[config.mk]
export PLATFORM = sky130hd
export DESIGN_NAME = sdi_io_serial_control
export DESIGN_NICKNAME = d
export VERILOG_FILES = /design/src/sdi_io_pkg.sv /design/src/sync_2ff.sv /design/src/sleep_control.sv /design/src/sdi_io_serial_control.sv
export SDC_FILE = /design/constraint.sdc
export NUM_CORES = 1
export LEC_CHECK = 0
export ABC_AREA = 0
export BUFFER_PORTS_ARGS = -buffer_cell sky130_fd_sc_hd__buf_2
export CAP_MARGIN = 20
export CORE_MARGIN = 8
export CORE_UTILIZATION = 55
export CTS_BUF_LIST = sky130_fd_sc_hd__clkbuf_8
export DETAILED_ROUTE_END_ITERATION = 12
export PLACE_DENSITY = 0.76
export SYNTH_ARGS = -nofsm -noshare
export SYNTH_HDL_FRONTEND = slang
export SYNTH_SLANG_ARGS = --single-unit
[constraint.sdc]
create_clock -name clock_i -period 3.5 [get_ports clock_i]
set_input_delay 0.175 -clock clock_i [delete_from_list [all_inputs] [get_ports clock_i]]
set_output_delay 0.175 -clock clock_i [all_outputs]
set_load 0.01 [all_outputs]
[src/sdi_io_pkg.sv]
package sdi_io_pkg;

  // Timing
  localparam int CLK_PERIOD_NS       = 8;
  localparam int SLEEP_MAX_NS        = 200000;
  localparam int SLEEP_MAX_CYCLES    = SLEEP_MAX_NS / CLK_PERIOD_NS;
  // Half the ceiling leaves margin for the input synchronisers
  localparam int SLEEP_DELAY_DEFAULT = SLEEP_MAX_CYCLES / 2;

  // Frame layout
  localparam int ADDR_W = 7;
  localparam int DATA_W = 8;
  localparam int CNT_W  = 5;
  localparam logic [CNT_W-1:0] LAST_HEADER_BIT = 5'h07;
  localparam logic [CNT_W-1:0] LAST_FRAME_BIT  = 5'h0F;
  localparam logic [CNT_W-1:0] READ_END_COUNT  = 5'h10;

  // Register offsets
  localparam logic [ADDR_W-1:0] ADDR_GENERAL_CONTROL = 7'h00;
  localparam logic [ADDR_W-1:0] ADDR_OUTPUT_DRIVER   = 7'h01;
  localparam logic [ADDR_W-1:0] ADDR_LAUNCH_AMPL     = 7'h02;
  localparam logic [ADDR_W-1:0] ADDR_CABLE_LENGTH    = 7'h03;

  // General control fields
  localparam int CARRIER_BIT   = 7;
  localparam int MUTE_BIT      = 6;
  localparam int EXT_REACH_BIT = 5;
  localparam int SLEEP_MSB     = 4;
  localparam int SLEEP_LSB     = 3;
  localparam logic [DATA_W-1:0] GENERAL_CONTROL_WMASK = 8'h78;

  // Output driver, launch amplitude and cable length fields
  localparam int SWING_MSB  = 7;
  localparam int SWING_LSB  = 5;
  localparam int OFFSET_MSB = 4;
  localparam int OFFSET_LSB = 2;
  localparam int COARSE_BIT = 7;
  localparam int FINE_MSB   = 6;
  localparam int FINE_LSB   = 3;
  localparam int CLI_W      = 5;

  // Reset values
  localparam logic [DATA_W-1:0] GENERAL_CONTROL_RESET = 8'h08;
  localparam logic [DATA_W-1:0] OUTPUT_DRIVER_RESET   = 8'h64;
  localparam logic [DATA_W-1:0] LAUNCH_AMPL_RESET     = 8'h00;

  typedef enum logic [1:0] {
    SLEEP_NEVER  = 2'b00,
    SLEEP_AUTO   = 2'b01,
    SLEEP_FORCED = 2'b10,
    SLEEP_RSVD   = 2'b11
  } sleep_mode_t;

  typedef enum logic [2:0] {
    SPI_IDLE   = 3'b000,
    SPI_HEADER = 3'b001,
    SPI_WRITE  = 3'b010,
    SPI_READ   = 3'b011,
    SPI_WAIT   = 3'b100
  } spi_state_t;

endpackage : sdi_io_pkg

[src/sync_2ff.sv]
`timescale 1ns/1ps
module sync_2ff #(
  parameter int               WIDTH   = 1,
  parameter logic [WIDTH-1:0] RST_VAL = '0
) (
  // Clock and reset
  input  wire logic             clock_i,
  input  wire logic             nrst_i,
  // Data
  input  wire logic [WIDTH-1:0] async_i,
  output logic      [WIDTH-1:0] sync_o
);

  logic [WIDTH-1:0] meta_reg;

  // First stage feeds only the second stage
  always_ff @(posedge clock_i or negedge nrst_i) begin
    if (!nrst_i) begin
      meta_reg <= RST_VAL;
      sync_o   <= RST_VAL;
    end else begin
      meta_reg <= async_i;
      sync_o   <= meta_reg;
    end
  end

endmodule : sync_2ff

[src/sleep_control.sv]
`timescale 1ns/1ps
module sleep_control #(
  parameter int DELAY_CYCLES = sdi_io_pkg::SLEEP_DELAY_DEFAULT
) (
  // Clock and reset
  input  wire logic       clock_i,
  input  wire logic       nrst_i,
  // Control
  input  wire logic [1:0] mode_i,
  input  wire logic       carrier_i,
  // Status
  output logic            sleep_o
);

  localparam int DW = $clog2(DELAY_CYCLES + 1);
  localparam logic [DW-1:0] LAST = DW'(DELAY_CYCLES - 1);

  logic [DW-1:0] lost_cnt_reg;

  always_ff @(posedge clock_i or negedge nrst_i) begin
    if (!nrst_i) begin
      lost_cnt_reg <= '0;
    end else if (carrier_i || mode_i == sdi_io_pkg::SLEEP_NEVER || mode_i == sdi_io_pkg::SLEEP_FORCED) begin
      // Reserved code keeps counting, so it behaves as auto
      lost_cnt_reg <= '0;
    end else if (lost_cnt_reg != LAST) begin
      lost_cnt_reg <= lost_cnt_reg + 1'b1;
    end
  end

  always_ff @(posedge clock_i or negedge nrst_i) begin
    if (!nrst_i) begin
      sleep_o <= 1'b0;
    end else begin
      unique case (mode_i)
        sdi_io_pkg::SLEEP_NEVER:  sleep_o <= 1'b0;
        sdi_io_pkg::SLEEP_FORCED: sleep_o <= 1'b1;
        // Wake is immediate; power-down waits out the dwell
        default: sleep_o <= !carrier_i && (lost_cnt_reg == LAST);
      endcase
    end
  end

endmodule : sleep_control

[src/sdi_io_serial_control.sv]
`timescale 1ns/1ps
module sdi_io_serial_control #(
  parameter int SLEEP_DELAY_CYCLES = sdi_io_pkg::SLEEP_DELAY_DEFAULT
) (
  // Clock and reset
  input  wire logic       clock_i,
  input  wire logic       nrst_i,
  // Serial port pins
  input  wire logic       sck_i,
  input  wire logic       ss_n_i,
  input  wire logic       mosi_i,
  input  wire logic       spi_enable_i,
  output logic            miso_o,
  output logic            miso_oe_o,
  // Mode pin
  input  wire logic       tx_enable_i,
  output logic            cable_driver_enable_o,
  // Analog front end status
  input  wire logic       signal_detect_i,
  input  wire logic [4:0] cable_length_i,
  input  wire logic       equalizer_data_i,
  // Carrier and equalizer outputs
  output logic            carrier_present_n_o,
  output logic            equalizer_sleep_o,
  output logic            equalized_out_p_o,
  output logic            equalized_out_n_o,
  // Analog settings
  output logic            extended_reach_o,
  output logic [2:0]      output_swing_o,
  output logic [2:0]      output_offset_o,
  output logic            launch_coarse_o,
  output logic [3:0]      launch_fine_o
);

  localparam int AW = sdi_io_pkg::ADDR_W;
  localparam int DW = sdi_io_pkg::DATA_W;
  localparam int CW = sdi_io_pkg::CNT_W;

  // Synchronised pins: sck, ss_n, mosi, spi_en, tx_en, carrier, data
  logic [6:0]                 pins_s;
  logic [sdi_io_pkg::CLI_W-1:0] cli_s;
  logic                       sck_s;
  logic                       ss_n_s;
  logic                       mosi_s;
  logic                       spi_en_s;
  logic                       tx_en_s;
  logic                       carrier_s;
  logic                       data_s;

  sync_2ff #(
    .WIDTH   (7),
    .RST_VAL (7'h02)
  ) u_pin_sync (
    .clock_i (clock_i),
    .nrst_i  (nrst_i),
    .async_i ({equalizer_data_i, signal_detect_i, tx_enable_i,
               spi_enable_i, mosi_i, ss_n_i, sck_i}),
    .sync_o  (pins_s)
  );

  // Cable length is quasi-static; bits may land a cycle apart
  sync_2ff #(
    .WIDTH   (sdi_io_pkg::CLI_W),
    .RST_VAL (5'h00)
  ) u_cli_sync (
    .clock_i (clock_i),
    .nrst_i  (nrst_i),
    .async_i (cable_length_i),
    .sync_o  (cli_s)
  );

  assign sck_s     = pins_s[0];
  assign ss_n_s    = pins_s[1];
  assign mosi_s    = pins_s[2];
  assign spi_en_s  = pins_s[3];
  assign tx_en_s   = pins_s[4];
  assign carrier_s = pins_s[5];
  assign data_s    = pins_s[6];

  // Serial clock edges, found on the synchronised copy
  logic sck_d_reg;
  logic sck_rise;
  logic sck_fall;
  logic deselect;

  always_ff @(posedge clock_i or negedge nrst_i) begin
    if (!nrst_i) begin
      sck_d_reg <= 1'b0;
    end else begin
      sck_d_reg <= sck_s;
    end
  end

  assign sck_rise = sck_s && !sck_d_reg;
  assign sck_fall = !sck_s && sck_d_reg;
  // A disabled port behaves as deselected
  assign deselect = ss_n_s || !spi_en_s;

  // Registers
  logic [DW-1:0] general_control_reg;
  logic [DW-1:0] output_driver_adjust_reg;
  logic [DW-1:0] launch_amplitude_tuning_reg;
  logic          equalizer_sleep;

  // Frame engine
  sdi_io_pkg::spi_state_t state_reg;
  sdi_io_pkg::spi_state_t state_next;
  logic [CW-1:0]          bit_cnt_reg;
  logic [DW-1:0]          shift_reg;
  logic [DW-1:0]          shift_next;
  logic [AW-1:0]          addr_reg;
  logic [DW-1:0]          tx_reg;
  logic                   wr_en_reg;
  logic [AW-1:0]          wr_addr_reg;
  logic [DW-1:0]          wr_data_reg;
  logic [AW-1:0]          rd_addr;
  logic [DW-1:0]          rd_data;
  logic                   header_done;
  logic                   frame_done;

  assign shift_next  = {shift_reg[DW-2:0], mosi_s};
  assign rd_addr     = shift_next[AW-1:0];
  assign header_done = sck_rise && (bit_cnt_reg == sdi_io_pkg::LAST_HEADER_BIT);
  assign frame_done  = sck_rise && (bit_cnt_reg == sdi_io_pkg::LAST_FRAME_BIT);

  // Read mux; unmapped addresses read as zero
  always_comb begin
    unique case (rd_addr)
      sdi_io_pkg::ADDR_GENERAL_CONTROL: rd_data = general_control_reg;
      sdi_io_pkg::ADDR_OUTPUT_DRIVER:   rd_data = output_driver_adjust_reg;
      sdi_io_pkg::ADDR_LAUNCH_AMPL:     rd_data = launch_amplitude_tuning_reg;
      sdi_io_pkg::ADDR_CABLE_LENGTH:    rd_data = {cli_s, 3'h0};
      default:                          rd_data = 8'h00;
    endcase
  end

  always_comb begin
    state_next = state_reg;
    unique case (state_reg)
      sdi_io_pkg::SPI_IDLE: begin
        state_next = sdi_io_pkg::SPI_HEADER;
      end
      sdi_io_pkg::SPI_HEADER: begin
        if (header_done) begin
          // Command bit is first on the wire, so after seven shifts it sits at bit 6
          state_next = shift_reg[AW-1] ? sdi_io_pkg::SPI_READ : sdi_io_pkg::SPI_WRITE;
        end
      end
      sdi_io_pkg::SPI_WRITE: begin
        if (frame_done) begin
          state_next = sdi_io_pkg::SPI_WAIT;
        end
      end
      sdi_io_pkg::SPI_READ: begin
        if (sck_fall && bit_cnt_reg == sdi_io_pkg::READ_END_COUNT) begin
          state_next = sdi_io_pkg::SPI_WAIT;
        end
      end
      sdi_io_pkg::SPI_WAIT: begin
        state_next = sdi_io_pkg::SPI_WAIT;
      end
      default: begin
        state_next = sdi_io_pkg::SPI_IDLE;
      end
    endcase
    if (deselect) begin
      state_next = sdi_io_pkg::SPI_IDLE;
    end
  end

  always_ff @(posedge clock_i or negedge nrst_i) begin
    if (!nrst_i) begin
      state_reg <= sdi_io_pkg::SPI_IDLE;
    end else begin
      state_reg <= state_next;
    end
  end

  // Bit counter and input shifter
  always_ff @(posedge clock_i or negedge nrst_i) begin
    if (!nrst_i) begin
      bit_cnt_reg <= '0;
      shift_reg   <= '0;
    end else if (state_reg == sdi_io_pkg::SPI_IDLE) begin
      bit_cnt_reg <= '0;
      shift_reg   <= '0;
    end else if (sck_rise && state_reg != sdi_io_pkg::SPI_WAIT) begin
      bit_cnt_reg <= bit_cnt_reg + 1'b1;
      shift_reg   <= shift_next;
    end
  end

  // Address latch for writes
  always_ff @(posedge clock_i or negedge nrst_i) begin
    if (!nrst_i) begin
      addr_reg <= '0;
    end else if (header_done && state_reg == sdi_io_pkg::SPI_HEADER) begin
      addr_reg <= rd_addr;
    end
  end

  // Write strobe at the sixteenth rising edge
  always_ff @(posedge clock_i or negedge nrst_i) begin
    if (!nrst_i) begin
      wr_en_reg   <= 1'b0;
      wr_addr_reg <= '0;
      wr_data_reg <= '0;
    end else begin
      wr_en_reg <= frame_done && !deselect && state_reg == sdi_io_pkg::SPI_WRITE;
      if (frame_done) begin
        wr_addr_reg <= addr_reg;
        wr_data_reg <= shift_next;
      end
    end
  end

  // Read data fetch and shift-out
  always_ff @(posedge clock_i or negedge nrst_i) begin
    if (!nrst_i) begin
      tx_reg    <= '0;
      miso_o    <= 1'b0;
      miso_oe_o <= 1'b0;
    end else if (deselect) begin
      miso_o    <= 1'b0;
      miso_oe_o <= 1'b0;
    end else if (state_reg == sdi_io_pkg::SPI_HEADER) begin
      miso_oe_o <= 1'b0;
      if (header_done) begin
        tx_reg <= rd_data;
      end
    end else if (state_reg == sdi_io_pkg::SPI_READ) begin
      if (sck_fall && bit_cnt_reg != sdi_io_pkg::READ_END_COUNT) begin
        miso_o    <= tx_reg[DW-1];
        miso_oe_o <= 1'b1;
        tx_reg    <= {tx_reg[DW-2:0], 1'b0};
      end
    end else if (state_reg == sdi_io_pkg::SPI_WRITE) begin
      miso_oe_o <= 1'b0;
    end
  end

  // Register writes; carrier bit and general control reserved bits are not writable, output driver and launch amplitude take all eight bits, cable length none
  always_ff @(posedge clock_i or negedge nrst_i) begin
    if (!nrst_i) begin
      general_control_reg         <= sdi_io_pkg::GENERAL_CONTROL_RESET;
      output_driver_adjust_reg    <= sdi_io_pkg::OUTPUT_DRIVER_RESET;
      launch_amplitude_tuning_reg <= sdi_io_pkg::LAUNCH_AMPL_RESET;
    end else begin
      general_control_reg[sdi_io_pkg::CARRIER_BIT] <= carrier_s;
      if (wr_en_reg) begin
        unique case (wr_addr_reg)
          sdi_io_pkg::ADDR_GENERAL_CONTROL: begin
            general_control_reg[6:0] <= wr_data_reg[6:0] &
                                        sdi_io_pkg::GENERAL_CONTROL_WMASK[6:0];
          end
          sdi_io_pkg::ADDR_OUTPUT_DRIVER: begin
            output_driver_adjust_reg <= wr_data_reg;
          end
          sdi_io_pkg::ADDR_LAUNCH_AMPL: begin
            launch_amplitude_tuning_reg <= wr_data_reg;
          end
          default: begin
          end
        endcase
      end
    end
  end

  sleep_control #(
    .DELAY_CYCLES (SLEEP_DELAY_CYCLES)
  ) u_sleep (
    .clock_i   (clock_i),
    .nrst_i    (nrst_i),
    .mode_i    (general_control_reg[sdi_io_pkg::SLEEP_MSB:sdi_io_pkg::SLEEP_LSB]),
    .carrier_i (carrier_s),
    .sleep_o   (equalizer_sleep)
  );

  // Equalizer outputs and mode pins
  always_ff @(posedge clock_i or negedge nrst_i) begin
    if (!nrst_i) begin
      equalizer_sleep_o     <= 1'b0;
      equalized_out_p_o     <= 1'b0;
      equalized_out_n_o     <= 1'b0;
      carrier_present_n_o   <= 1'b1;
      cable_driver_enable_o <= 1'b0;
    end else begin
      equalizer_sleep_o     <= equalizer_sleep;
      carrier_present_n_o   <= !carrier_s;
      cable_driver_enable_o <= tx_en_s;
      if (equalizer_sleep) begin
        // Powered down wins over mute
        equalized_out_p_o <= 1'b0;
        equalized_out_n_o <= 1'b0;
      end else if (general_control_reg[sdi_io_pkg::MUTE_BIT]) begin
        equalized_out_p_o <= 1'b0;
        equalized_out_n_o <= 1'b0;
      end else begin
        equalized_out_p_o <= data_s;
        equalized_out_n_o <= !data_s;
      end
    end
  end

  // Settings fields
  assign extended_reach_o = general_control_reg[sdi_io_pkg::EXT_REACH_BIT];
  assign output_swing_o   = output_driver_adjust_reg[sdi_io_pkg::SWING_MSB:sdi_io_pkg::SWING_LSB];
  assign output_offset_o  = output_driver_adjust_reg[sdi_io_pkg::OFFSET_MSB:sdi_io_pkg::OFFSET_LSB];
  assign launch_coarse_o  = launch_amplitude_tuning_reg[sdi_io_pkg::COARSE_BIT];
  assign launch_fine_o    = launch_amplitude_tuning_reg[sdi_io_pkg::FINE_MSB:sdi_io_pkg::FINE_LSB];

endmodule : sdi_io_serial_control

==> results.json <==
{
  "syn_area_mm2": 0.004735,
  "dp_hpwl_mm": 6.116,
  "clock_latency_ns": 0.43,
  "tritoncts": "done",
  "n_fill_cell": 629,
  "hold_violations": 0,
  "required_ns": 3.81,
  "ys_ff_latch": 114,
  "async_reset_ff_share_pct": 100.0,
  "drt_drc_violations_left": 0,
  "multi_input_area_mm2": 0.001715,
  "die_width_um": 108.8,
  "grt-ovfl-total": 0,
  "synth_cell_type_count": 55,
  "clock-sinks": 114,
  "synth_warnings": 0,
  "grt_pass1_wl_mm": 15.53,
  "numCtsBuffers": 17,
  "yosysSeqAreaShare_pct": 60.44,
  "cts_max_level": 4,
  "status": "finished clean",
  "hold_class": "input pin to async pin",
  "grt_pass1_vias": 3083,
  "drv_slew": 0,
  "worstPathArrival_ns": 2.45,
  "die_h_um": 108.8,
  "skew_ns": 0.01592,
  "synth_top_area_share_pct": 56.55,
  "synth-edff-count": 0,
  "grt_usage_pct": 17.31,
  "r2r_slack_ns": 1.36,
  "p_leak_nw": 2.627,
  "antenna_cells": 0,
  "post_cts_buffers": 0,
  "register_area_mm2": 0.002861,
  "synthFlopType": "dfrtp_1",
  "fmaxAchievable_mhz": 466.4,
  "syn_inst": 350,
  "fin_setup_tns_ns": 0,
  "syn_area_per_cell_um2": 13.53,
  "grt_max_degree": 49,
  "hold-worst-slack_ns": 0.2303,
  "area_delta_synth_final_pct": 16.73,
  "setup.worst_path.start_class": "register",
  "cts_resized": 0,
  "layout_min_cycle_time_ns": 2.144,
  "drt_iter0_markers": 160,
  "drtAntennaViolNets": 0,
  "io_pins": 33,
  "synth.area.top_cells": "dfrtp_1 57%, mux2_2 6.7%, mux2_4 5.1%, dfstp_2 3.9%, mux4_2 2.4%",
  "largest_reg_flops": 14,
  "yosys-top-cells-count": "107 x dfrtp_1, 28 x mux2_2, 19 x nand2_1, 18 x nor2_1, 16 x mux2_4",
  "clk_pin_slew_ns": 0.07,
  "synth_nets": 368,
  "maxCapViolations": 0,
  "worst_ir_drop_vdd_v": 0.0002651,
  "tightest_slew_ns": 0.6357,
  "start_util_pct": 55.37,
  "critPathMaxFanout": 14,
  "grt_setup_unrepaired": "false",
  "period_share_pct": 61.26,
  "die-area_mm2": 0.01183,
  "coreArea_mm2": 0.008551,
  "routed_wl_mm": 9.301,
  "drive_gt1_share_pct": 31.95,
  "layoutNonFillerInstCount": 518,
  "end_kind": "register",
  "vias_per_cell": 5.637,
  "vias": 2920,
  "wl_per_cell_um": 17.96,
  "path_class": "register to register",
  "numPortBuffers": 32,
  "antenna_found_initial": 0,
  "cts_buffer_depth": 2,
  "nets": 415,
  "synthMostInstantiatedCell": "dfrtp_1",
  "core.rowCount": 34,
  "gp_congestion": 0.8069,
  "firstDrtPassIters": 6,
  "cts-root-buf": "clkbuf_8",
  "yosysTopAreaCell": "dfrtp_1",
  "place_inst": 473,
  "power_density_mw_per_mm2": 523.1,
  "final-setup-viol-count": 0,
  "slew_headroom_pct": 57.46
}
through the flow:
stage | utilization [%] | worst slack (ns) | area, µm² | power, W
floorplan | - | 1.716 | 4735 | 0.001390
global placement | 57.54 | 1.489 | 4920 | 0.001434
detailed placement | 57.54 | 1.386 | 4920 | 0.001436
CTS | 64.63 | 1.357 | 5527 | 0.002920
global route | 64.63 | 1.174 | 5527 | 0.002991
finish | 64.63 | 1.356 | 5527 | 0.002891
power breakdown:
| part | internal, W | switching, W | total (W) |
|---|---|---|---|
| sequential | 0.00134 | 0.0000113 | 0.00135 |
| combinational | 0.0000268 | 0.0000452 | 0.0000720 |
| clock | 0.000948 | 0.000523 | 0.00147 |
cells in the final DEF, fill, tap and decap left out, drive strengths merged, types with 9 or more instances in the layout:
| cell type | count |
|---|---|
| a21oi | 15 |
| buf | 34 |
| clkbuf | 19 |
| dfrtp | 107 |
| dlygate4sd3 | 13 |
| inv | 10 |
| mux2 | 44 |
| nand2 | 20 |
| nor2 | 18 |
| o21ai | 11 |
| xor2 | 9 |
path summary, 6_finish.rpt:
check / start / endpoint / cells past startpoint
min: nrst_i / output_driver_adjust_reg[3]$_DFFE_PN0P_ / 2
max reg2reg: u_pin_sync.sync_o[0]$_DFF_PN0_ / tx_reg[0]$_DFFE_PN0P_ / 4
max: u_pin_sync.sync_o[0]$_DFF_PN0_ / tx_reg[0]$_DFFE_PN0P_ / 4
max in group asynchronous: nrst_i / u_sleep.lost_cnt_reg[1]$_DFFE_PN0P_ / 3
min in group clock_i: u_pin_sync.meta_reg[0]$_DFF_PN0_ / u_pin_sync.sync_o[0]$_DFF_PN0_ / 0
min reg2reg: u_pin_sync.meta_reg[0]$_DFF_PN0_ / u_pin_sync.sync_o[0]$_DFF_PN0_ / 0
timing repair:
action | 4_1_cts | 5_1_grt
endpoints found under the hold margin | 43 | 0
endpoints found under the setup margin | 0 | 0
hold buffers | 13 | 0
area by class of cell:
type	instances	area share (%)
flip-flops and latches	114	51.78
multi-input cells	209	31.04
repair buffers	47	5.569
clock buffers	19	4.732
clock inverters	13	3.894
well taps	108	2.445
inverters	8	0.5434
routing by layer:
metal / up-vias / routed length, µm / global-route usage, %
met4: 0 / 185 / 7.820
met5: - / 0 / 0
met3: 16 / 337 / 4.965
met2: 64 / 4666 / 28.60
met1: 1506 / 4111 / 20.66
li1: 1334 / - / -
worst max-delay path: stages, from the launching register on:
cell	delay [ns]
dfrtp_1	0.40
nor2b_1	0.40
nand4_2	0.46
a21oi_4	0.39
mux2_2	0.37
logic make-up (layout without fill, tap and decap cells):
kind of cell / Yosys count / count (layout) / synth area share [%]
flip-flops: 114 / 114 / 60.44
AND/OR/NAND/NOR: 95 / 95 / 11.87
buffers and inverters: 27 / 87 / 3.330
XOR/XNOR: 11 / 11 / 2.035
AO/OA/AOI/OAI: 48 / 48 / 6.739
adder cells (fa/ha/maj): 4 / 4 / 1.057
multiplexers: 51 / 51 / 14.53
(Power assumes the default switching activity.)
